**src/shared/uart_pkg.sv**
```systemverilog
// constants shared by the serial channel and its transmit fifo
package uart_pkg;
   // ------------------------------------------------------------
   // sizes
   // ------------------------------------------------------------
   localparam int DATA_W = 8;
   localparam int FIFO_DEPTH = 16;
   localparam int ADDR_W = 8;
   localparam int PRE_W = 5;
   localparam int OVS_W = 4;
   localparam int BIT_IDX_W = 3;

   // ------------------------------------------------------------
   // register byte offsets
   // ------------------------------------------------------------
   localparam logic [ADDR_W-1:0] OFS_MODE = 8'h00;
   localparam logic [ADDR_W-1:0] OFS_CFG = 8'h04;
   localparam logic [ADDR_W-1:0] OFS_CTL = 8'h08;
   localparam logic [ADDR_W-1:0] OFS_RATE = 8'h0C;
   localparam logic [ADDR_W-1:0] OFS_TXD = 8'h10;
   localparam logic [ADDR_W-1:0] OFS_RXD = 8'h14;
   localparam logic [ADDR_W-1:0] OFS_STAT = 8'h18;
   localparam logic [ADDR_W-1:0] OFS_PDIR = 8'h1C;
   localparam logic [ADDR_W-1:0] OFS_PDAT = 8'h20;

   // ------------------------------------------------------------
   // field positions
   // ------------------------------------------------------------
   localparam int MODE_CLK_EXT = 3;
   localparam int MODE_TWO_STOP = 4;
   localparam int MODE_PAR_ODD = 5;
   localparam int MODE_PAR_EN = 6;
   localparam int MODE_SLEEP = 7;
   localparam int CFG_DIV_LSB = 0;
   localparam int CFG_FLOW_SEL = 2;
   localparam int CFG_FLOW_DIS = 4;
   localparam int CFG_OPEN_DRAIN = 5;
   localparam int CFG_POL_REV = 6;
   localparam int CTL_TX_EN = 0;
   localparam int CTL_RX_EN = 2;
   localparam int CTL_DATA_INV = 6;
   localparam int PIN_RX = 0;
   localparam int PIN_CLK = 1;
   localparam int PIN_FLOW = 2;
   localparam int STAT_TX_FULL = 0;
   localparam int STAT_TX_EMPTY = 1;
   localparam int STAT_RX_FULL = 2;
   localparam int STAT_OVERRUN = 3;
   localparam int STAT_FRAMING = 4;
   localparam int STAT_PARITY = 5;
   localparam int STAT_TX_BUSY = 6;
   localparam int STAT_COLLISION = 7;

   // ------------------------------------------------------------
   // reset values and encodings
   // ------------------------------------------------------------
   localparam logic [DATA_W-1:0] REG_RST = 8'h00;
   localparam logic [DATA_W-1:0] PDAT_RST = 8'hFF;
   localparam logic [1:0] DIV_F1 = 2'h0;
   localparam logic [1:0] DIV_F8 = 2'h1;
   localparam logic [PRE_W-1:0] PRE_F8_MASK = 5'h07;
   localparam logic [PRE_W-1:0] PRE_F32_MASK = 5'h1F;
   localparam logic [OVS_W-1:0] OVS_MID = 4'h7;
   localparam logic [OVS_W-1:0] OVS_LAST = 4'hF;
   localparam logic [BIT_IDX_W-1:0] LAST_DATA_BIT = 3'h7;

   typedef enum logic [2:0] {
      ST_IDLE = 3'b000,
      ST_START = 3'b001,
      ST_DATA = 3'b011,
      ST_PARITY = 3'b010,
      ST_STOP = 3'b110
   } frame_state_e;
endpackage

```
**src/hw/sync_fifo.sv**
```systemverilog
// synchronous fifo with valid/ready on both sides
`timescale 1ns/1ps
module sync_fifo #(
   parameter int WIDTH = 8,
   parameter int DEPTH = 16
) (
   input wire logic pclk,
   input wire logic presetn,
   input wire logic fill_valid,
   output logic fill_ready,
   input wire logic [WIDTH-1:0] fill_data,
   output logic drain_valid,
   input wire logic drain_ready,
   output logic [WIDTH-1:0] drain_data
);
   localparam int PTR_W = $clog2(DEPTH);

   logic [WIDTH-1:0] mem_q [DEPTH];
   logic [PTR_W-1:0] wr_ptr_q;
   logic [PTR_W-1:0] rd_ptr_q;
   logic [PTR_W:0] count_q;
   logic push;
   logic pop;

   assign fill_ready = (count_q != DEPTH[PTR_W:0]);
   assign drain_valid = (count_q != '0);
   assign drain_data = mem_q[rd_ptr_q];
   assign push = fill_valid && fill_ready;
   assign pop = drain_valid && drain_ready;

   always_ff @(posedge pclk) begin
      if (push) begin
         mem_q[wr_ptr_q] <= fill_data;
      end
   end

   always_ff @(posedge pclk or negedge presetn) begin
      if (!presetn) begin
         wr_ptr_q <= '0;
         rd_ptr_q <= '0;
         count_q <= '0;
      end else begin
         if (push) begin
            wr_ptr_q <= wr_ptr_q + 1'b1;
         end
         if (pop) begin
            rd_ptr_q <= rd_ptr_q + 1'b1;
         end
         if (push && !pop) begin
            count_q <= count_q + 1'b1;
         end else if (pop && !push) begin
            count_q <= count_q - 1'b1;
         end
      end
   end
endmodule

```
**src/hw/uart_channel.sv**
```systemverilog
// asynchronous serial channel with pin assignment, sleep (not on the third channel), inversion and collision check (both third channel only)
`timescale 1ns/1ps
module uart_channel #(
   parameter bit THIRD_CHANNEL = 1'b0
) (
   input wire logic pclk,
   input wire logic presetn,
   input wire logic psel,
   input wire logic penable,
   input wire logic pwrite,
   input wire logic [7:0] paddr,
   input wire logic [31:0] pwdata,
   output logic [31:0] prdata,
   output logic pready,
   output logic pslverr,
   output logic serial_out_pin_level,
   output logic serial_out_pin_oe,
   input wire logic serial_in_pin_sense,
   input wire logic xfer_clock_pin_sense,
   output logic xfer_clock_pin_drive,
   output logic xfer_clock_pin_oe,
   input wire logic flow_control_pin_sense,
   output logic flow_control_pin_drive,
   output logic flow_control_pin_oe,
   output logic rx_req,
   output logic tx_req,
   output logic collision_req
);
   localparam int DW = uart_pkg::DATA_W;

   // ------------------------------------------------------------
   // registers and apb slave
   // ------------------------------------------------------------
   logic [DW-1:0] mode_q, cfg_q, ctl_q, rate_q, pdir_q, pdat_q;
   logic [DW-1:0] rx_buf_q;
   logic rx_full_q, overrun_q, framing_q, parity_err_q, collision_q;
   logic pready_q, pslverr_q;
   logic [31:0] prdata_q;
   logic fifo_ready, fifo_valid, fifo_pop;
   logic [DW-1:0] fifo_data;
   logic access, wr_en, rd_en, mapped, stall;
   logic [DW-1:0] rd_word, stat_word, pin_word;
   logic tx_busy;

   assign mapped = (paddr == uart_pkg::OFS_MODE) || (paddr == uart_pkg::OFS_CFG)
      || (paddr == uart_pkg::OFS_CTL) || (paddr == uart_pkg::OFS_RATE)
      || (paddr == uart_pkg::OFS_TXD) || (paddr == uart_pkg::OFS_RXD)
      || (paddr == uart_pkg::OFS_STAT) || (paddr == uart_pkg::OFS_PDIR)
      || (paddr == uart_pkg::OFS_PDAT);
   // a transmit-data write to a full fifo holds the bus in its access phase until a slot frees
   assign stall = pwrite && (paddr == uart_pkg::OFS_TXD) && !fifo_ready;
   assign access = psel && !pready_q && !stall;
   assign wr_en = access && pwrite && mapped;
   assign rd_en = access && !pwrite && mapped;

   assign stat_word = {collision_q, tx_busy, parity_err_q, framing_q, overrun_q,
      rx_full_q, !fifo_valid, !fifo_ready};
   assign pin_word = {5'h00, flow_control_pin_sense, xfer_clock_pin_sense,
      serial_in_pin_sense};

   always_comb begin
      rd_word = '0;
      if (paddr == uart_pkg::OFS_MODE) begin
         rd_word = mode_q;
      end else if (paddr == uart_pkg::OFS_CFG) begin
         rd_word = cfg_q;
      end else if (paddr == uart_pkg::OFS_CTL) begin
         rd_word = ctl_q;
      end else if (paddr == uart_pkg::OFS_RATE) begin
         rd_word = rate_q;
      end else if (paddr == uart_pkg::OFS_RXD) begin
         rd_word = (THIRD_CHANNEL && ctl_q[uart_pkg::CTL_DATA_INV]) ? ~rx_buf_q : rx_buf_q;
      end else if (paddr == uart_pkg::OFS_STAT) begin
         rd_word = stat_word;
      end else if (paddr == uart_pkg::OFS_PDIR) begin
         rd_word = pdir_q;
      end else if (paddr == uart_pkg::OFS_PDAT) begin
         rd_word = pin_word;
      end
   end

   always_ff @(posedge pclk or negedge presetn) begin
      if (!presetn) begin
         pready_q <= 1'b0;
         pslverr_q <= 1'b0;
         prdata_q <= '0;
      end else begin
         pready_q <= access;
         pslverr_q <= access && !mapped;
         if (rd_en) begin
            prdata_q <= {24'h00_0000, rd_word};
         end
      end
   end

   always_ff @(posedge pclk or negedge presetn) begin
      if (!presetn) begin
         mode_q <= uart_pkg::REG_RST;
         cfg_q <= uart_pkg::REG_RST;
         ctl_q <= uart_pkg::REG_RST;
         rate_q <= uart_pkg::REG_RST;
         pdir_q <= uart_pkg::REG_RST;
         pdat_q <= uart_pkg::PDAT_RST;
      end else if (wr_en) begin
         if (paddr == uart_pkg::OFS_MODE) begin
            mode_q <= pwdata[DW-1:0];
         end else if (paddr == uart_pkg::OFS_CFG) begin
            cfg_q <= pwdata[DW-1:0];
         end else if (paddr == uart_pkg::OFS_CTL) begin
            ctl_q <= pwdata[DW-1:0];
         end else if (paddr == uart_pkg::OFS_RATE) begin
            rate_q <= pwdata[DW-1:0];
         end else if (paddr == uart_pkg::OFS_PDIR) begin
            pdir_q <= pwdata[DW-1:0];
         end else if (paddr == uart_pkg::OFS_PDAT) begin
            pdat_q <= pwdata[DW-1:0];
         end
      end
   end

   // inversion happens as the word enters the buffer, before framing
   logic [DW-1:0] fill_word;
   assign fill_word = (THIRD_CHANNEL && ctl_q[uart_pkg::CTL_DATA_INV]) ? ~pwdata[DW-1:0]
      : pwdata[DW-1:0];

   sync_fifo #(
      .WIDTH(uart_pkg::DATA_W),
      .DEPTH(uart_pkg::FIFO_DEPTH)
   ) tx_fifo (
      .pclk(pclk),
      .presetn(presetn),
      .fill_valid(wr_en && (paddr == uart_pkg::OFS_TXD)),
      .fill_ready(fifo_ready),
      .fill_data(fill_word),
      .drain_valid(fifo_valid),
      .drain_ready(fifo_pop),
      .drain_data(fifo_data)
   );

   // ------------------------------------------------------------
   // clock source and bit rate generator
   // ------------------------------------------------------------
   logic [uart_pkg::PRE_W-1:0] pre_q;
   logic [DW-1:0] brg_q;
   logic clk_prev_q, src_tick, tick16, use_ext, pre_tick;

   // the third channel has no external clock path at all
   assign use_ext = !THIRD_CHANNEL && mode_q[uart_pkg::MODE_CLK_EXT]
      && !pdir_q[uart_pkg::PIN_CLK];
   assign pre_tick = (cfg_q[uart_pkg::CFG_DIV_LSB +: 2] == uart_pkg::DIV_F1) ? 1'b1
      : (cfg_q[uart_pkg::CFG_DIV_LSB +: 2] == uart_pkg::DIV_F8)
      ? ((pre_q & uart_pkg::PRE_F8_MASK) == '0) : ((pre_q & uart_pkg::PRE_F32_MASK) == '0);
   assign src_tick = use_ext ? (xfer_clock_pin_sense && !clk_prev_q) : pre_tick;
   assign tick16 = src_tick && (brg_q == '0);

   always_ff @(posedge pclk or negedge presetn) begin
      if (!presetn) begin
         pre_q <= '0;
         clk_prev_q <= 1'b0;
         brg_q <= '0;
      end else begin
         pre_q <= pre_q + 1'b1;
         clk_prev_q <= xfer_clock_pin_sense;
         if (src_tick) begin
            brg_q <= (brg_q == '0) ? rate_q : brg_q - 1'b1;
         end
      end
   end

   // ------------------------------------------------------------
   // transmitter
   // ------------------------------------------------------------
   uart_pkg::frame_state_e tx_state_q;
   logic [DW-1:0] tx_shift_q;
   logic [uart_pkg::OVS_W-1:0] tx_phase_q;
   logic [uart_pkg::BIT_IDX_W-1:0] tx_idx_q;
   logic tx_par_q, tx_stop2_q, tx_bit, cts_ok, tx_start;
   logic flow_active;

   assign flow_active = !cfg_q[uart_pkg::CFG_FLOW_DIS];
   assign cts_ok = !(flow_active && !cfg_q[uart_pkg::CFG_FLOW_SEL])
      || !flow_control_pin_sense;
   assign tx_start = (tx_state_q == uart_pkg::ST_IDLE) && tick16 && fifo_valid
      && ctl_q[uart_pkg::CTL_TX_EN] && cts_ok;
   assign fifo_pop = tx_start;
   assign tx_busy = (tx_state_q != uart_pkg::ST_IDLE);

   always_comb begin
      case (tx_state_q)
         uart_pkg::ST_START: tx_bit = 1'b0;
         uart_pkg::ST_DATA: tx_bit = tx_shift_q[0];
         uart_pkg::ST_PARITY: tx_bit = tx_par_q;
         default: tx_bit = 1'b1;
      endcase
   end

   always_ff @(posedge pclk or negedge presetn) begin
      if (!presetn) begin
         tx_state_q <= uart_pkg::ST_IDLE;
         tx_shift_q <= '0;
         tx_phase_q <= '0;
         tx_idx_q <= '0;
         tx_par_q <= 1'b0;
         tx_stop2_q <= 1'b0;
         tx_req <= 1'b0;
      end else begin
         tx_req <= 1'b0;
         if (tx_start) begin
            tx_state_q <= uart_pkg::ST_START;
            tx_shift_q <= fifo_data;
            tx_par_q <= (^fifo_data) ^ mode_q[uart_pkg::MODE_PAR_ODD];
            tx_phase_q <= '0;
            tx_idx_q <= '0;
            tx_stop2_q <= mode_q[uart_pkg::MODE_TWO_STOP];
         end else if (tick16 && tx_busy) begin
            tx_phase_q <= tx_phase_q + 1'b1;
            if (tx_phase_q == uart_pkg::OVS_LAST) begin
               case (tx_state_q)
                  uart_pkg::ST_START: begin
                     tx_state_q <= uart_pkg::ST_DATA;
                  end
                  uart_pkg::ST_DATA: begin
                     tx_shift_q <= {1'b0, tx_shift_q[DW-1:1]};
                     tx_idx_q <= tx_idx_q + 1'b1;
                     if (tx_idx_q == uart_pkg::LAST_DATA_BIT) begin
                        tx_state_q <= mode_q[uart_pkg::MODE_PAR_EN] ? uart_pkg::ST_PARITY
                           : uart_pkg::ST_STOP;
                     end
                  end
                  uart_pkg::ST_PARITY: begin
                     tx_state_q <= uart_pkg::ST_STOP;
                  end
                  default: begin
                     if (tx_stop2_q) begin
                        tx_stop2_q <= 1'b0;
                     end else begin
                        tx_state_q <= uart_pkg::ST_IDLE;
                        tx_req <= 1'b1;
                     end
                  end
               endcase
            end
         end
      end
   end

   // ------------------------------------------------------------
   // pins
   // ------------------------------------------------------------
   logic pol_rev, line_level;
   assign pol_rev = THIRD_CHANNEL && cfg_q[uart_pkg::CFG_POL_REV];
   assign line_level = tx_bit ^ pol_rev;

   always_ff @(posedge pclk or negedge presetn) begin
      if (!presetn) begin
         serial_out_pin_level <= 1'b1;
         serial_out_pin_oe <= 1'b1;
         xfer_clock_pin_drive <= 1'b1;
         xfer_clock_pin_oe <= 1'b0;
         flow_control_pin_drive <= 1'b1;
         flow_control_pin_oe <= 1'b0;
      end else begin
         serial_out_pin_level <= line_level;
         // open-drain only pulls low, a high level is left to the pull-up
         serial_out_pin_oe <= !cfg_q[uart_pkg::CFG_OPEN_DRAIN] || !line_level;
         xfer_clock_pin_drive <= pdat_q[uart_pkg::PIN_CLK];
         xfer_clock_pin_oe <= pdir_q[uart_pkg::PIN_CLK] && !use_ext;
         if (flow_active && cfg_q[uart_pkg::CFG_FLOW_SEL]) begin
            flow_control_pin_drive <= !(ctl_q[uart_pkg::CTL_RX_EN] && !rx_full_q);
            flow_control_pin_oe <= 1'b1;
         end else begin
            flow_control_pin_drive <= pdat_q[uart_pkg::PIN_FLOW];
            flow_control_pin_oe <= !flow_active && pdir_q[uart_pkg::PIN_FLOW];
         end
      end
   end

   // ------------------------------------------------------------
   // collision check
   // ------------------------------------------------------------
   logic col_hit;
   // mid-bit of the transmit clock stands for its rising edge
   assign col_hit = THIRD_CHANNEL && tx_busy && tick16 && (tx_phase_q == uart_pkg::OVS_MID)
      && (serial_out_pin_level != serial_in_pin_sense);

   // ------------------------------------------------------------
   // receiver
   // ------------------------------------------------------------
   uart_pkg::frame_state_e rx_state_q;
   logic [DW-1:0] rx_shift_q;
   logic [uart_pkg::OVS_W-1:0] rx_phase_q;
   logic [uart_pkg::BIT_IDX_W-1:0] rx_idx_q;
   logic rx_par_bad_q, rx_stop2_q, rx_bit, rx_sample, rx_done, rx_keep, rx_frame_bad;
   logic rd_rxd, clr_stat;

   // a pin set to output reads as idle line to the receiver
   assign rx_bit = pdir_q[uart_pkg::PIN_RX] ? 1'b1 : (serial_in_pin_sense ^ pol_rev);
   assign rx_sample = tick16 && (rx_phase_q == uart_pkg::OVS_LAST);
   assign rx_done = rx_sample && (rx_state_q == uart_pkg::ST_STOP)
      && (!rx_stop2_q || !rx_bit);
   assign rx_frame_bad = !rx_bit;
   assign rx_keep = THIRD_CHANNEL || !mode_q[uart_pkg::MODE_SLEEP] || rx_shift_q[DW-1];
   assign rd_rxd = rd_en && (paddr == uart_pkg::OFS_RXD);
   assign clr_stat = wr_en && (paddr == uart_pkg::OFS_STAT);

   always_ff @(posedge pclk or negedge presetn) begin
      if (!presetn) begin
         rx_state_q <= uart_pkg::ST_IDLE;
         rx_shift_q <= '0;
         rx_phase_q <= '0;
         rx_idx_q <= '0;
         rx_par_bad_q <= 1'b0;
         rx_stop2_q <= 1'b0;
      end else if (!ctl_q[uart_pkg::CTL_RX_EN]) begin
         rx_state_q <= uart_pkg::ST_IDLE;
      end else if (tick16) begin
         rx_phase_q <= rx_phase_q + 1'b1;
         case (rx_state_q)
            uart_pkg::ST_IDLE: begin
               rx_phase_q <= '0;
               if (!rx_bit) begin
                  rx_state_q <= uart_pkg::ST_START;
               end
            end
            uart_pkg::ST_START: begin
               if (rx_phase_q == uart_pkg::OVS_MID) begin
                  rx_phase_q <= '0;
                  rx_idx_q <= '0;
                  rx_par_bad_q <= mode_q[uart_pkg::MODE_PAR_ODD];
                  rx_stop2_q <= mode_q[uart_pkg::MODE_TWO_STOP];
                  rx_state_q <= rx_bit ? uart_pkg::ST_IDLE : uart_pkg::ST_DATA;
               end
            end
            uart_pkg::ST_DATA: begin
               if (rx_sample) begin
                  rx_shift_q <= {rx_bit, rx_shift_q[DW-1:1]};
                  rx_par_bad_q <= rx_par_bad_q ^ rx_bit;
                  rx_idx_q <= rx_idx_q + 1'b1;
                  if (rx_idx_q == uart_pkg::LAST_DATA_BIT) begin
                     rx_state_q <= mode_q[uart_pkg::MODE_PAR_EN] ? uart_pkg::ST_PARITY
                        : uart_pkg::ST_STOP;
                  end
               end
            end
            uart_pkg::ST_PARITY: begin
               if (rx_sample) begin
                  rx_par_bad_q <= rx_par_bad_q ^ rx_bit;
                  rx_state_q <= uart_pkg::ST_STOP;
               end
            end
            default: begin
               if (rx_done) begin
                  rx_state_q <= uart_pkg::ST_IDLE;
               end else if (rx_sample) begin
                  rx_stop2_q <= 1'b0;
               end
            end
         endcase
      end
   end

   // hardware set wins over a software clear in the same cycle
   always_ff @(posedge pclk or negedge presetn) begin
      if (!presetn) begin
         rx_buf_q <= '0;
         rx_full_q <= 1'b0;
         overrun_q <= 1'b0;
         framing_q <= 1'b0;
         parity_err_q <= 1'b0;
         collision_q <= 1'b0;
         rx_req <= 1'b0;
         collision_req <= 1'b0;
      end else begin
         rx_req <= 1'b0;
         collision_req <= col_hit;
         if (col_hit) begin
            collision_q <= 1'b1;
         end else if (clr_stat && pwdata[uart_pkg::STAT_COLLISION]) begin
            collision_q <= 1'b0;
         end
         if (rd_rxd) begin
            rx_full_q <= 1'b0;
         end
         if (clr_stat && pwdata[uart_pkg::STAT_OVERRUN]) begin
            overrun_q <= 1'b0;
         end
         if (clr_stat && pwdata[uart_pkg::STAT_FRAMING]) begin
            framing_q <= 1'b0;
         end
         if (clr_stat && pwdata[uart_pkg::STAT_PARITY]) begin
            parity_err_q <= 1'b0;
         end
         // sets below override the clears; a set arriving with a clear is never lost
         if (rx_done && rx_keep) begin
            rx_buf_q <= rx_shift_q;
            rx_full_q <= 1'b1;
            rx_req <= !rx_full_q;
            if (rx_full_q) begin
               overrun_q <= 1'b1;
            end
            if (rx_frame_bad) begin
               framing_q <= 1'b1;
            end
            if (mode_q[uart_pkg::MODE_PAR_EN] && rx_par_bad_q) begin
               parity_err_q <= 1'b1;
            end
         end
      end
   end

   assign prdata = prdata_q;
   assign pready = pready_q;
   assign pslverr = pslverr_q;
endmodule

```
**config.mk**
```make
export PLATFORM = sky130hd
export DESIGN_NAME = uart_channel
export DESIGN_NICKNAME = d
export VERILOG_FILES = /design/src/shared/uart_pkg.sv /design/src/hw/sync_fifo.sv /design/src/hw/uart_channel.sv
export SDC_FILE = /design/constraint.sdc
export NUM_CORES = 1
export LEC_CHECK = 0
export ABC_AREA = 1
export BUFFER_PORTS_ARGS = -buffer_cell sky130_fd_sc_hd__buf_2
export CORE_MARGIN = 2
export CORE_UTILIZATION = 65
export CTS_CLUSTER_DIAMETER = 40
export DETAILED_ROUTE_END_ITERATION = 8
export MAX_ROUTING_LAYER = met4
export PLACE_DENSITY_LB_ADDON = 0.15
export SLEW_MARGIN = 10
export SYNTH_ARGS = -nofsm -noshare
export SYNTH_HDL_FRONTEND = slang
export SYNTH_HIERARCHICAL = 1
export SYNTH_SLANG_ARGS = --single-unit
```
**constraint.sdc**
```tcl
create_clock -name pclk -period 5 [get_ports pclk]
set_input_delay 1 -clock pclk [delete_from_list [all_inputs] [get_ports pclk]]
set_output_delay 1 -clock pclk [all_outputs]
set_load 0.02 [all_outputs]
```
# After elaboration in Yosys (flattened, before gate mapping)
# Memories as Yosys holds them, arrays and structs flattened.
# Index checks and enable logic that the tools add are counted.
# word_totals
mem_bits_rw	128
n_memories	1
output_inout_bits	43
wordCells	282
register_bits	140
input_bits	48
# op_classes
n_mux	80
bitwise	8
reduce_logical	107
n_eq_ne	36
n_addsub	10
# memory_table
memory	depth	width	read_ports	rd_ports_with_merged_regs	write_ports	line_no	source
tx_fifo.mem_q	16	8	1	0	1	sync_fifo.sv:18	logic [WIDTH-1:0] mem_q [DEPTH];
# op_table
operator	count
$mux W8	12
$mux W3	21
$logic_and A1 B1 Y1	37
$mux W1	34
$eq A8 B5 Y1 const B	4
$logic_not A1 Y1	22
$add A4 B1 Y4 const B	4
$eq A8 B4 Y1 const B	2
$logic_not A8 Y1	2
$reduce_bool A2 Y1	8
$ne A3 B3 Y1 const B	5
$reduce_and A5 Y1	3
$reduce_and A7 Y1	2
$eq A3 B2 Y1 const B	4
$logic_or A1 B1 Y1	12
$mux W4	3
$pmux W3 S4	1
$reduce_and A4 Y1	3
$reduce_and A6 Y1	2
$add A5 B1 Y5 const B	2
$logic_not A5 Y1	2
$mux W5	2
$eq A3 B3 Y1 const B	3
$pmux W3 S3	1
31 further kinds	50

# Logic depth before layout (Yosys ltp)
# Gate-level depths: netlist of run 1.
# logic_depth
word_depth	16
depth_mapped	22
mapped_depth_nobuf	21

# Hierarchy
# The synthesis of run 1 kept the hierarchy.
# by_module_without_submodules
module	seq_area_each_um2	cells_each	instances	area_per_inst_um2
uart_channel	3160.5	838	1	6701.4
sync_fifo	4169.0	619	1	6249.7

# Worst setup path after synthesis of run 1
# Ideal clock, no wire load.
# synth_path
kind	input to register
start	input paddr[4]
end	register tx_fifo.count_q[4]
stages	18
t_required_ns	4.883
setup_ns	0.117
n_path_buf	0
t_arrival_ns	3.044
path_slack_ns	1.839
cell_sequence	inv_1 > nand2_1 > nor3_4 > nand2_4 > nand2_4 > nand2_2 > nor4_1 > nand2_1 > inv_2 > ha_1 > inv_1 > fa_1 > nand2_1 > nand3_1 > nand3_1 > nand2_1 > nand2_1 > nand2_1
# synth_between
elab_chain_len	15
word_cells_on_any_way	30
# synth_lines
element	line_no	source
start, declared	uart_channel.sv:11	input wire logic [7:0] paddr,
$eq A8 B3 Y1 / $logic_not A8 Y1 (equally long branches)	uart_channel.sv:45	assign mapped = (paddr == uart_pkg::OFS_MODE) || (paddr == uart_pkg::OFS_CFG)
$logic_or A1 B1 Y1	uart_channel.sv:45	
$logic_or A1 B1 Y1 (2 in series)	uart_channel.sv:46	|| (paddr == uart_pkg::OFS_CTL) || (paddr == uart_pkg::OFS_RATE)
$logic_or A1 B1 Y1 (2 in series)	uart_channel.sv:47	|| (paddr == uart_pkg::OFS_TXD) || (paddr == uart_pkg::OFS_RXD)
$logic_or A1 B1 Y1 (2 in series)	uart_channel.sv:48	|| (paddr == uart_pkg::OFS_STAT) || (paddr == uart_pkg::OFS_PDIR)
$logic_or A1 B1 Y1	uart_channel.sv:49	|| (paddr == uart_pkg::OFS_PDAT);
$logic_and A1 B1 Y1	uart_channel.sv:53	assign wr_en = access && pwrite && mapped;
$logic_and A1 B1 Y1 *	uart_channel.sv:132	.fill_valid(wr_en && (paddr == uart_pkg::OFS_TXD)),
$logic_and A1 B1 Y1 *	sync_fifo.sv:28	assign push = fill_valid && fill_ready;
via tx_fifo.push	sync_fifo.sv:22	logic push;
$logic_not A1 Y1	sync_fifo.sv:51	end else if (pop && !push) begin
$logic_and A1 B1 Y1	sync_fifo.sv:51	
$reduce_bool A2 Y1 (no source line)	--	
end signal, assigned	sync_fifo.sv:50	count_q <= count_q + 1'b1;
end signal, assigned	sync_fifo.sv:52	count_q <= count_q - 1'b1;
end, declared	sync_fifo.sv:21	logic [PTR_W:0] count_q;
# The timed path passes the listed nets; every way through them passes the cells marked *.
# A chain may end at the register's enable or synchronous reset.

# Worst setup path after layout of run 1
# layout_path
start	register pre_q[0] (netlist bit)
end	register tx_fifo.count_q[4]
# layout_between
elab_chain_len	13
word_cells_on_any_way	16
# layout_lines
element	line_no	source
start, declared	uart_channel.sv:143	logic [uart_pkg::PRE_W-1:0] pre_q;
start signal, assigned	uart_channel.sv:162	pre_q <= pre_q + 1'b1;
$logic_not A5 Y1	uart_channel.sv:152	? ((pre_q & uart_pkg::PRE_F8_MASK) == '0) : ((pre_q & uart_pkg::PRE_F32_MASK) == '0);
$mux W1 *	uart_channel.sv:152	
$mux W1 *	uart_channel.sv:150	assign pre_tick = (cfg_q[uart_pkg::CFG_DIV_LSB +: 2] == uart_pkg::DIV_F1) ? 1'b1
$mux W1 *	uart_channel.sv:153	assign src_tick = use_ext ? (xfer_clock_pin_sense && !clk_prev_q) : pre_tick;
$logic_and A1 B1 Y1 *	uart_channel.sv:154	assign tick16 = src_tick && (brg_q == '0);
$logic_and A1 B1 Y1 * (2 in series)	uart_channel.sv:183	assign tx_start = (tx_state_q == uart_pkg::ST_IDLE) && tick16 && fifo_valid
$logic_and A1 B1 Y1 * (2 in series)	uart_channel.sv:184	&& ctl_q[uart_pkg::CTL_TX_EN] && cts_ok;
$logic_and A1 B1 Y1 *	sync_fifo.sv:29	assign pop = drain_valid && drain_ready;
$logic_not A1 Y1	sync_fifo.sv:49	if (push && !pop) begin
$logic_and A1 B1 Y1	sync_fifo.sv:49	
$mux W5 / $reduce_bool A2 Y1 (equally long branches)	--	
# Every way passes the cells marked *; elsewhere a longest branch is shown, timed or not.

==> results_tabular.tex, run 1 <==
\begin{tabular}{lr}
\hline
Metric & Value \\
\hline
\multicolumn{2}{l}{\textbf{Run status}} \\
\quad Status & complete, no violations \\
\multicolumn{2}{l}{\textbf{Drt}} \\
\quad Detailed-routing wirelength on met1 & 12300 µm \\
\quad Routed length on met2 & 14100 µm \\
\quad Routed len/inst & 16.3 µm \\
\quad Total iterations of the first detailed-routing run & 5 \\
\quad Total Routed Length & 29200 µm \\
\quad Detailed router's first-iteration violation count & 880 \\
\quad Antenna-violating nets left & 0 \\
\quad Total number of vias & 9781 \\
\quad Mean number of vias per cell & 5.45 \\
\quad Detailed route wirelength on metal3 & 1980 µm \\
\quad DRC Markers & 0 \\
\quad Highest layer used for signal routing & met4 \\
\multicolumn{2}{l}{\textbf{Critical path}} \\
\quad CP Class & flip-flop to flip-flop \\
\quad Largest fanout on the critical path & 17 \\
\quad Required @ worst endpoint & 5390 ps \\
\quad Startpoint type of the worst setup path & flip-flop \\
\quad CP Capture Type & flip-flop \\
\quad Launching element of the worst setup path & pre\_q[0] \\
\quad Worst flop-to-flop path startpoint & pre\_q[0] \\
\quad WP data arrival & 3880 ps \\
\multicolumn{2}{l}{\textbf{STA}} \\
\quad Worst-case clock skew & 24.8 ps \\
\quad Crit path time final & 3490 ps \\
\quad Peak clock frequency supported by timing & 0.286 GHz \\
\quad Final-layout setup total negative slack & 0 ps \\
\quad Slew of the pin with the lowest slew margin & 911 ps \\
\quad Tightest slew margin relative to the limit & 0.392 \\
\quad Unrepaired setup endpoints after global routing & no \\
\quad Total count of hold-check failures in the final report & 0 \\
\quad Final Max Tran Viols & 0 \\
\quad Final critical-path share of the clock period & 0.698 \\
\quad Final Setup Violations & 0 \\
\multicolumn{2}{l}{\textbf{Cells and area}} \\
\quad N\_diodes & 0 \\
\quad Max reg flops & 128 \\
\quad Total area of multi-input combinational cells & 4630 µm² \\
\quad Most frequent standard cell in the layout excluding fill and tap cells & sky130\_fd\_sc\_hd\_\_nand2\_1 \\
\quad Final core utilization & 0.733 \\
\quad Layout net count & 1571 \\
\quad Register ranked first by flip-flop count & tx\_fifo/mem\_q \\
\quad Final instance area & 14300 µm² \\
\quad FF+latch area & 7330 µm² \\
\quad Layout cell share with drive strength beyond 1 & 0.111 \\
\quad Fillers & 1445 \\
\quad Most used cells in the layout excluding fill and tap cells & sky130\_fd\_sc\_hd\_\_nand2\_1, sky130\_fd\_sc\_hd\_\_inv\_1, sky130\_fd\_sc\_hd\_\_dfrtp\_1 \\
\quad Area grow syn2layout & 10.5\% \\
\multicolumn{2}{l}{\textbf{Power and ir drop}} \\
\quad Leakage power summed over all cells & 6.85 nW \\
\quad PnR Total Power & 5.00 mW \\
\quad P per Cell Area & 349 nW/µm² \\
\quad Worst IR Drop VDD & 289 µV \\
\multicolumn{2}{l}{\textbf{GRT}} \\
\quad Pin count of the biggest net entering global routing & 83 \\
\quad First-pass GRT wire length & 48100 µm \\
\quad Final global-route overflow total & 0 \\
\quad Global-route total usage across every layer & 0.294 \\
\quad Number of global-route vias before repair & 9544 \\
\quad Antenna violations before repair & 0 \\
\multicolumn{2}{l}{\textbf{CTS}} \\
\quad Post-CTS Setup Bufs & 0 \\
\quad Hold-fix buffers, CTS & 0 \\
\quad Number of sinks handled by clock tree synthesis & 267 \\
\quad Reg clk slew, reported paths & 60 ps \\
\quad Clock tree buffer depth & 3 \\
\quad Post-cts gate resize count & 0 \\
\quad Clock latency on the worst-skew pair & 510 ps \\
\quad Level count of the clock H-tree & 2 \\
\quad CTS tree & built \\
\quad Number of buffers created by CTS & 35 \\
\quad Root buffer selected by CTS & sky130\_fd\_sc\_hd\_\_clkbuf\_16 \\
\multicolumn{2}{l}{\textbf{Place}} \\
\quad HPWL after detailed placement & 19300 µm \\
\quad Port Buffer Count & 40 \\
\quad Global placement routability congestion & 0.929 \\
\quad Area after detailed placement & 13200 µm² \\
\multicolumn{2}{l}{\textbf{Flow run}} \\
\quad Maximum capacitance violations & 0 \\
\multicolumn{2}{l}{\textbf{Floorplan}} \\
\quad Core Box Area & 19500 µm² \\
\quad Top-level I/O count & 91 \\
\quad Die area & 21100 µm² \\
\quad Starting density of the core & 0.663 \\
\quad Total number of placement rows & 51 \\
\quad Die X-Extent & 145 µm \\
\quad Die H & 145 µm \\
\multicolumn{2}{l}{\textbf{Synthesis}} \\
\quad Proportion of register bits with asynchronous set or reset after synthesis & 0.521 \\
\quad Area share of the largest cell type after synthesis & 0.297 \\
\quad Number of enable flip-flop cells after synthesis & 128 \\
\quad Post-synthesis sequential area ratio & 0.566 \\
\quad Commonest register cell after synthesis & sky130\_fd\_sc\_hd\_\_dfrtp\_1 \\
\quad Flop and latch count out of synthesis & 267 \\
\quad Syn avg cell area & 8.89 µm² \\
\quad Leading cell types by total area after synthesis & sky130\_fd\_sc\_hd\_\_edfxtp\_1, sky130\_fd\_sc\_hd\_\_dfrtp\_1, sky130\_fd\_sc\_hd\_\_nand2\_1, sky130\_fd\_sc\_hd\_\_inv\_1, sky130\_fd\_sc\_hd\_\_nand3\_1 \\
\quad Number of distinct library cell variants in the gate-level netlist after synthesis & 42 \\
\quad Cell Area, Synth & 13000 µm² \\
\quad Count of yosys warnings during synthesis & 6 \\
\quad Number of instances in the synthesized netlist & 1457 \\
\quad Dominant cell type by area after synthesis & sky130\_fd\_sc\_hd\_\_edfxtp\_1 \\
\multicolumn{2}{l}{\textbf{Min path}} \\
\quad Type of the tightest min-delay check & flip-flop to flip-flop \\
\quad Origin of the worst min-delay path & pdat\_q[1] \\
\hline
\end{tabular}
==> worst max-delay path, cell delays in order, from the launching register on <==
cell and delay, ps:
sky130_fd_sc_hd__dfrtp_1 400, sky130_fd_sc_hd__inv_1 80, sky130_fd_sc_hd__ha_1 140, sky130_fd_sc_hd__nand2_1 60
sky130_fd_sc_hd__nand2_1 60, sky130_fd_sc_hd__nand3_1 80, sky130_fd_sc_hd__nand2_1 530, sky130_fd_sc_hd__nand2_2 190
sky130_fd_sc_hd__inv_2 170, sky130_fd_sc_hd__nand2_2 230, sky130_fd_sc_hd__inv_2 140, sky130_fd_sc_hd__nand2_2 150
sky130_fd_sc_hd__ha_1 250, sky130_fd_sc_hd__inv_1 170, sky130_fd_sc_hd__ha_1 310, sky130_fd_sc_hd__nand2_1 100
sky130_fd_sc_hd__nand3_1 90, sky130_fd_sc_hd__nand3_1 80, sky130_fd_sc_hd__nand2_1 50, sky130_fd_sc_hd__nand2_1 50
sky130_fd_sc_hd__nand2_1 50
==> path summary, 6_finish.rpt <==
check                           cells after the start  slack, ps              endpoint
worst max-delay path                               20       1510    tx_fifo/count_q[4]
worst min-delay path                                0        370  xfer_clock_pin_drive
worst max register to register                     20       1510    tx_fifo/count_q[4]
worst min register to register                      0        370  xfer_clock_pin_drive
max in group asynchronous                           2       3500             pdat_q[1]
min in group asynchronous                           1        530   tx_fifo/rd_ptr_q[1]
==> per-stage QoR <==
step | worst slack, ps | std cells | hold slack, ps
after detailed placement | 1230 | 1732 | 373
after floorplan | 1840 | 1481 | 354
final | 1510 | 1794 | 373
after global routing | 1250 | 1794 | 377
after global placement | 1270 | 1732 | 370
after CTS | 1500 | 1794 | 376
==> synth_stat cells, types with 3 or more instances <==
cell type,instances
sky130_fd_sc_hd__a21oi_1,18
sky130_fd_sc_hd__buf_2,14
sky130_fd_sc_hd__buf_4,32
sky130_fd_sc_hd__buf_6,7
sky130_fd_sc_hd__clkbuf_1,6
sky130_fd_sc_hd__dfrtp_1,133
sky130_fd_sc_hd__dfstp_2,6
sky130_fd_sc_hd__edfxtp_1,128
sky130_fd_sc_hd__ha_1,18
sky130_fd_sc_hd__inv_1,167
sky130_fd_sc_hd__inv_2,7
sky130_fd_sc_hd__nand2_1,494
sky130_fd_sc_hd__nand2_2,8
sky130_fd_sc_hd__nand2_4,7
sky130_fd_sc_hd__nand3_1,109
sky130_fd_sc_hd__nand3b_1,5
sky130_fd_sc_hd__nand4_1,16
sky130_fd_sc_hd__nor2_1,126
sky130_fd_sc_hd__nor2_2,3
sky130_fd_sc_hd__nor2_4,3
sky130_fd_sc_hd__nor3_1,4
sky130_fd_sc_hd__nor3_4,3
sky130_fd_sc_hd__o211ai_1,6
sky130_fd_sc_hd__o21ai_0,50
sky130_fd_sc_hd__o21ai_1,26
sky130_fd_sc_hd__o21ai_2,19
sky130_fd_sc_hd__o22ai_1,4
sky130_fd_sc_hd__or2_2,4
sky130_fd_sc_hd__xnor2_1,10
sky130_fd_sc_hd__xor2_1,6
==> per-layer routing <==
layer | track usage | vias to the layer above
met3 | 0.0409 | 67
met4 | 0.112 | 0
met5 | - | -
li1 | - | 4722
met1 | 0.384 | 4602
met2 | 0.476 | 390
==> layout make-up <==
class	count	area share
multi-input combinational	978	0.324
clock buffer	45	0.0668
timing repair buffer	45	0.0171
clock inverter	17	0.0101
tap	265	0.0232
sequential	267	0.512
inverter	177	0.0468
==> cell families after synthesis <==
logic type | after synthesis | share of synthesized area
AND/OR/NAND/NOR | 791 | 0.263
flip-flops | 267 | 0.566
buffers and inverters | 236 | 0.0835
AO/OA/AOI/OAI | 127 | 0.0571
adder cells (fa/ha/maj) | 19 | 0.0189
XOR/XNOR | 16 | 0.0108
other | 1 | 0.000290
==> power by group <==
| group | internal (mW) | total (mW) | leakage [nW] | switching (mW) |
|---|---|---|---|---|
| Combinational | 0.0747 | 0.259 | 3.37 | 0.184 |
| Clock | 1.42 | 2.36 | 0.540 | 0.934 |
| Sequential | 2.35 | 2.39 | 2.94 | 0.0312 |
No activity file was read; power rests on OpenSTA's default activity.
==> run 2: changes to the inputs <==
--- a/config.mk
+++ b/config.mk
@@ -5,10 +5,10 @@
 export SDC_FILE = /design/constraint.sdc
 export NUM_CORES = 1
 export LEC_CHECK = 0
-export ABC_AREA = 1
+export ABC_AREA = 0
 export BUFFER_PORTS_ARGS = -buffer_cell sky130_fd_sc_hd__buf_2
 export CORE_MARGIN = 2
-export CORE_UTILIZATION = 65
+export CORE_UTILIZATION = 55
 export CTS_CLUSTER_DIAMETER = 40
 export DETAILED_ROUTE_END_ITERATION = 8
 export MAX_ROUTING_LAYER = met4
==> constraint.sdc (replaced) <==
create_clock -name pclk -period 3 [get_ports pclk]
set_input_delay 0.6 -clock pclk [delete_from_list [all_inputs] [get_ports pclk]]
set_output_delay 0.6 -clock pclk [all_outputs]
set_load 0.02 [all_outputs]
==> results_tabular.tex, run 2 <==
\begin{tabular}{lr}
\hline
Metric & Value \\
\hline
\multicolumn{2}{l}{\textbf{CTS}} \\
\quad Number of buffers created by CTS & 36 \\
\quad Clock latency on the worst-skew pair & 520 ps \\
\quad Level count of the clock H-tree & 2 \\
\quad CTS tree & built \\
\quad Root buffer selected by CTS & sky130\_fd\_sc\_hd\_\_clkbuf\_16 \\
\quad Clock tree buffer depth & 3 \\
\quad Hold-fix buffers, CTS & 0 \\
\quad Number of sinks handled by clock tree synthesis & 267 \\
\quad Reg clk slew, reported paths & 50 ps \\
\multicolumn{2}{l}{\textbf{Cells and area}} \\
\quad Max reg flops & 128 \\
\quad Layout cell share with drive strength beyond 1 & 0.284 \\
\quad Register ranked first by flip-flop count & tx\_fifo/mem\_q \\
\quad Most frequent standard cell in the layout excluding fill and tap cells & sky130\_fd\_sc\_hd\_\_dfrtp\_1 \\
\quad Area grow syn2layout & 17.3\% \\
\quad Final instance area & 14700 µm² \\
\quad Most used cells in the layout excluding fill and tap cells & sky130\_fd\_sc\_hd\_\_dfrtp\_1, sky130\_fd\_sc\_hd\_\_edfxtp\_1, sky130\_fd\_sc\_hd\_\_buf\_4 \\
\quad Layout net count & 1129 \\
\quad N\_diodes & 0 \\
\multicolumn{2}{l}{\textbf{Critical path}} \\
\quad CP Class & flip-flop to flip-flop \\
\quad Largest fanout on the critical path & 4 \\
\quad WP data arrival & 3270 ps \\
\quad Worst flop-to-flop path startpoint & tx\_fifo/count\_q[2] \\
\quad Required @ worst endpoint & 3430 ps \\
\quad CP Capture Type & flip-flop \\
\quad Startpoint type of the worst setup path & flip-flop \\
\quad Register-to-Register Setup Slack & 160 ps \\
\quad Depth of the worst register-to-register path & 14 \\
\quad Worst R2R End & tx\_fifo/count\_q[4] \\
\multicolumn{2}{l}{\textbf{Synthesis}} \\
\quad Syn avg cell area & 13.2 µm² \\
\quad Most frequently used cell type in the post-synthesis netlist & sky130\_fd\_sc\_hd\_\_dfrtp\_1 \\
\quad Number of distinct library cell variants in the gate-level netlist after synthesis & 90 \\
\quad Leading cell types by total area after synthesis & sky130\_fd\_sc\_hd\_\_edfxtp\_1, sky130\_fd\_sc\_hd\_\_dfrtp\_1, sky130\_fd\_sc\_hd\_\_mux2\_2, sky130\_fd\_sc\_hd\_\_mux2i\_1, sky130\_fd\_sc\_hd\_\_mux4\_2 \\
\quad Proportion of register bits with asynchronous set or reset after synthesis & 0.521 \\
\quad Commonest register cell after synthesis & sky130\_fd\_sc\_hd\_\_dfrtp\_1 \\
\quad Most numerous cell types in the synthesized netlist & sky130\_fd\_sc\_hd\_\_dfrtp\_1, sky130\_fd\_sc\_hd\_\_edfxtp\_1, sky130\_fd\_sc\_hd\_\_nand2\_1, sky130\_fd\_sc\_hd\_\_nor2\_1, sky130\_fd\_sc\_hd\_\_mux2i\_1 \\
\quad Flop and latch count out of synthesis & 267 \\
\quad Cell Area, Synth & 12500 µm² \\
\quad Count of yosys warnings during synthesis & 6 \\
\quad Area share of the largest cell type after synthesis & 0.307 \\
\quad Number of instances in the synthesized netlist & 951 \\
\quad Number of enable flip-flop cells after synthesis & 128 \\
\quad Post-synthesis sequential area ratio & 0.586 \\
\quad Dominant cell type by area after synthesis & sky130\_fd\_sc\_hd\_\_edfxtp\_1 \\
\multicolumn{2}{l}{\textbf{Floorplan}} \\
\quad Total number of placement rows & 55 \\
\quad Starting density of the core & 0.556 \\
\quad Die X-Extent & 155 µm \\
\quad Top-level I/O count & 91 \\
\quad Die area & 24000 µm² \\
\quad Die H & 155 µm \\
\quad Core Box Area & 22500 µm² \\
\multicolumn{2}{l}{\textbf{Power and ir drop}} \\
\quad Worst IR Drop VDD & 549 µV \\
\quad P per Cell Area & 587 nW/µm² \\
\quad Leakage power summed over all cells & 6.13 nW \\
\quad PnR Total Power & 8.61 mW \\
\multicolumn{2}{l}{\textbf{Drt}} \\
\quad Mean number of vias per cell & 5.96 \\
\quad Total iterations of the first detailed-routing run & 5 \\
\quad Total number of vias & 8197 \\
\quad Routed len/inst & 20.7 µm \\
\quad Total Routed Length & 28500 µm \\
\quad DRC Markers & 0 \\
\quad Antenna-violating nets left & 0 \\
\quad Detailed router's first-iteration violation count & 804 \\
\multicolumn{2}{l}{\textbf{STA}} \\
\quad Total count of hold-check failures in the final report & 0 \\
\quad Unrepaired setup endpoints after global routing & yes \\
\quad Worst-case clock skew & 20.1 ps \\
\quad Crit path time final & 2840 ps \\
\quad Final critical-path share of the clock period & 0.947 \\
\quad Final Setup Violations & 0 \\
\quad Tightest slew margin relative to the limit & 0.429 \\
\quad Peak clock frequency supported by timing & 0.352 GHz \\
\quad Final-layout setup total negative slack & 0 ps \\
\quad Slew of the pin with the lowest slew margin & 855 ps \\
\quad Final Max Tran Viols & 0 \\
\multicolumn{2}{l}{\textbf{Place}} \\
\quad Area after detailed placement & 13400 µm² \\
\quad HPWL after detailed placement & 19000 µm \\
\quad Global placement routability congestion & 0.951 \\
\quad Port Buffer Count & 40 \\
\multicolumn{2}{l}{\textbf{GRT}} \\
\quad Antenna violations before repair & 0 \\
\quad Global-route total usage across every layer & 0.251 \\
\quad Number of global-route vias before repair & 7927 \\
\quad Final global-route overflow total & 0 \\
\quad First-pass GRT wire length & 45000 µm \\
\quad Pin count of the biggest net entering global routing & 59 \\
\multicolumn{2}{l}{\textbf{Min path}} \\
\quad Type of the tightest min-delay check & input port to asynchronous set/reset pin \\
\multicolumn{2}{l}{\textbf{Run status}} \\
\quad Status & complete, no violations \\
\multicolumn{2}{l}{\textbf{Flow run}} \\
\quad Maximum capacitance violations & 0 \\
\hline
\end{tabular}
==> run 2: changes by cell type after synthesis, moves of 19 or more <==
cell / previous run / this run
sky130_fd_sc_hd__nand3_1: 109 / 29
sky130_fd_sc_hd__mux2i_1: 0 / 53
sky130_fd_sc_hd__o21ai_2: 19 / 0
sky130_fd_sc_hd__nor2_1: 126 / 65
sky130_fd_sc_hd__inv_1: 167 / 20
sky130_fd_sc_hd__o21ai_1: 26 / 3
sky130_fd_sc_hd__nand2_1: 494 / 75
sky130_fd_sc_hd__mux2_2: 0 / 48
==> run 2: layout make-up <==
cell class,instances,area [µm²]
timing repair buffer,119,850
tap,285,357
clock buffer,47,993
fill,1672,7820
inverter,20,80.1
clock inverter,19,223
multi-input combinational,618,4850
sequential,267,7330
==> run 2: where the power goes <==
part	switching, mW	internal, mW	total, mW
clock network	1.65	2.56	4.22
logic	0.276	0.154	0.430
registers	0.0578	3.91	3.96
==> run 2: layer usage <==
metal	track usage	vias to the layer above	wire (µm)
met4	0.0503	0	397
met1	0.378	4132	13300
met2	0.368	279	13000
met3	0.0409	34	1790
li1	-	3752	-
met5	-	-	0
==> run 2: through the flow <==
| stage | instances | utilization | hold WS (ps) | worst slack, ps |
|---|---|---|---|---|
| after floorplan | 975 | - | 304 | -385 |
| after detailed placement | 1306 | 0.594 | 358 | -150 |
| after CTS | 1372 | 0.648 | 77.1 | 47.9 |
| after global placement | 1306 | 0.594 | 361 | -165 |
| after global routing | 1375 | 0.652 | 98.7 | -11.3 |
| final | 1375 | 0.652 | 68.1 | 158 |
==> run 2: worst max-delay path by stage <==
stage	startpoint	end	slack (ps)	cells after the start
CTS	tx_fifo/count_q[1]	tx_fifo/count_q[4]	50	14
finish	tx_fifo/count_q[2]	tx_fifo/count_q[4]	160	14
global route	tx_fifo/count_q[2]	tx_fifo/count_q[4]	-10	14
global placement	paddr[2]	tx_fifo/count_q[4]	-170	13
detailed placement	paddr[2]	tx_fifo/count_q[4]	-150	13
floorplan	paddr[2]	tx_fifo/count_q[4]	-380	14
==> run 2: repair_timing <==
item	in CTS	in global routing
pin swaps	0	11
setup buffers	0	4
endpoints found under the setup margin	1	1
resized for setup	1	12
==> run 2: kinds of logic (layout without fill, tap and decap cells) <==
kind of cell,count (synthesis),after routing,share of synthesized area
compound gates,173,173,0.101
xor+xnor,22,22,0.0154
fa+ha+maj,19,19,0.0196
buf+inv,90,205,0.0472
flops,267,267,0.586
simple gates,243,243,0.0969
mux,136,136,0.134
other cells,1,25,0.000300
==> run 2: worst max-delay path, stage by stage (launching register included) <==
cell	delay (ps)
sky130_fd_sc_hd__dfrtp_2	430
sky130_fd_sc_hd__nor4_4	330
sky130_fd_sc_hd__nand2_1	150
sky130_fd_sc_hd__inv_1	90
sky130_fd_sc_hd__a41oi_2	130
sky130_fd_sc_hd__o211a_4	180
sky130_fd_sc_hd__and3_4	180
sky130_fd_sc_hd__a21boi_4	140
sky130_fd_sc_hd__ha_4	180
sky130_fd_sc_hd__inv_6	70
sky130_fd_sc_hd__ha_4	190
sky130_fd_sc_hd__a21o_1	170
sky130_fd_sc_hd__a21oi_2	150
sky130_fd_sc_hd__mux2i_1	230
sky130_fd_sc_hd__xnor2_1	140
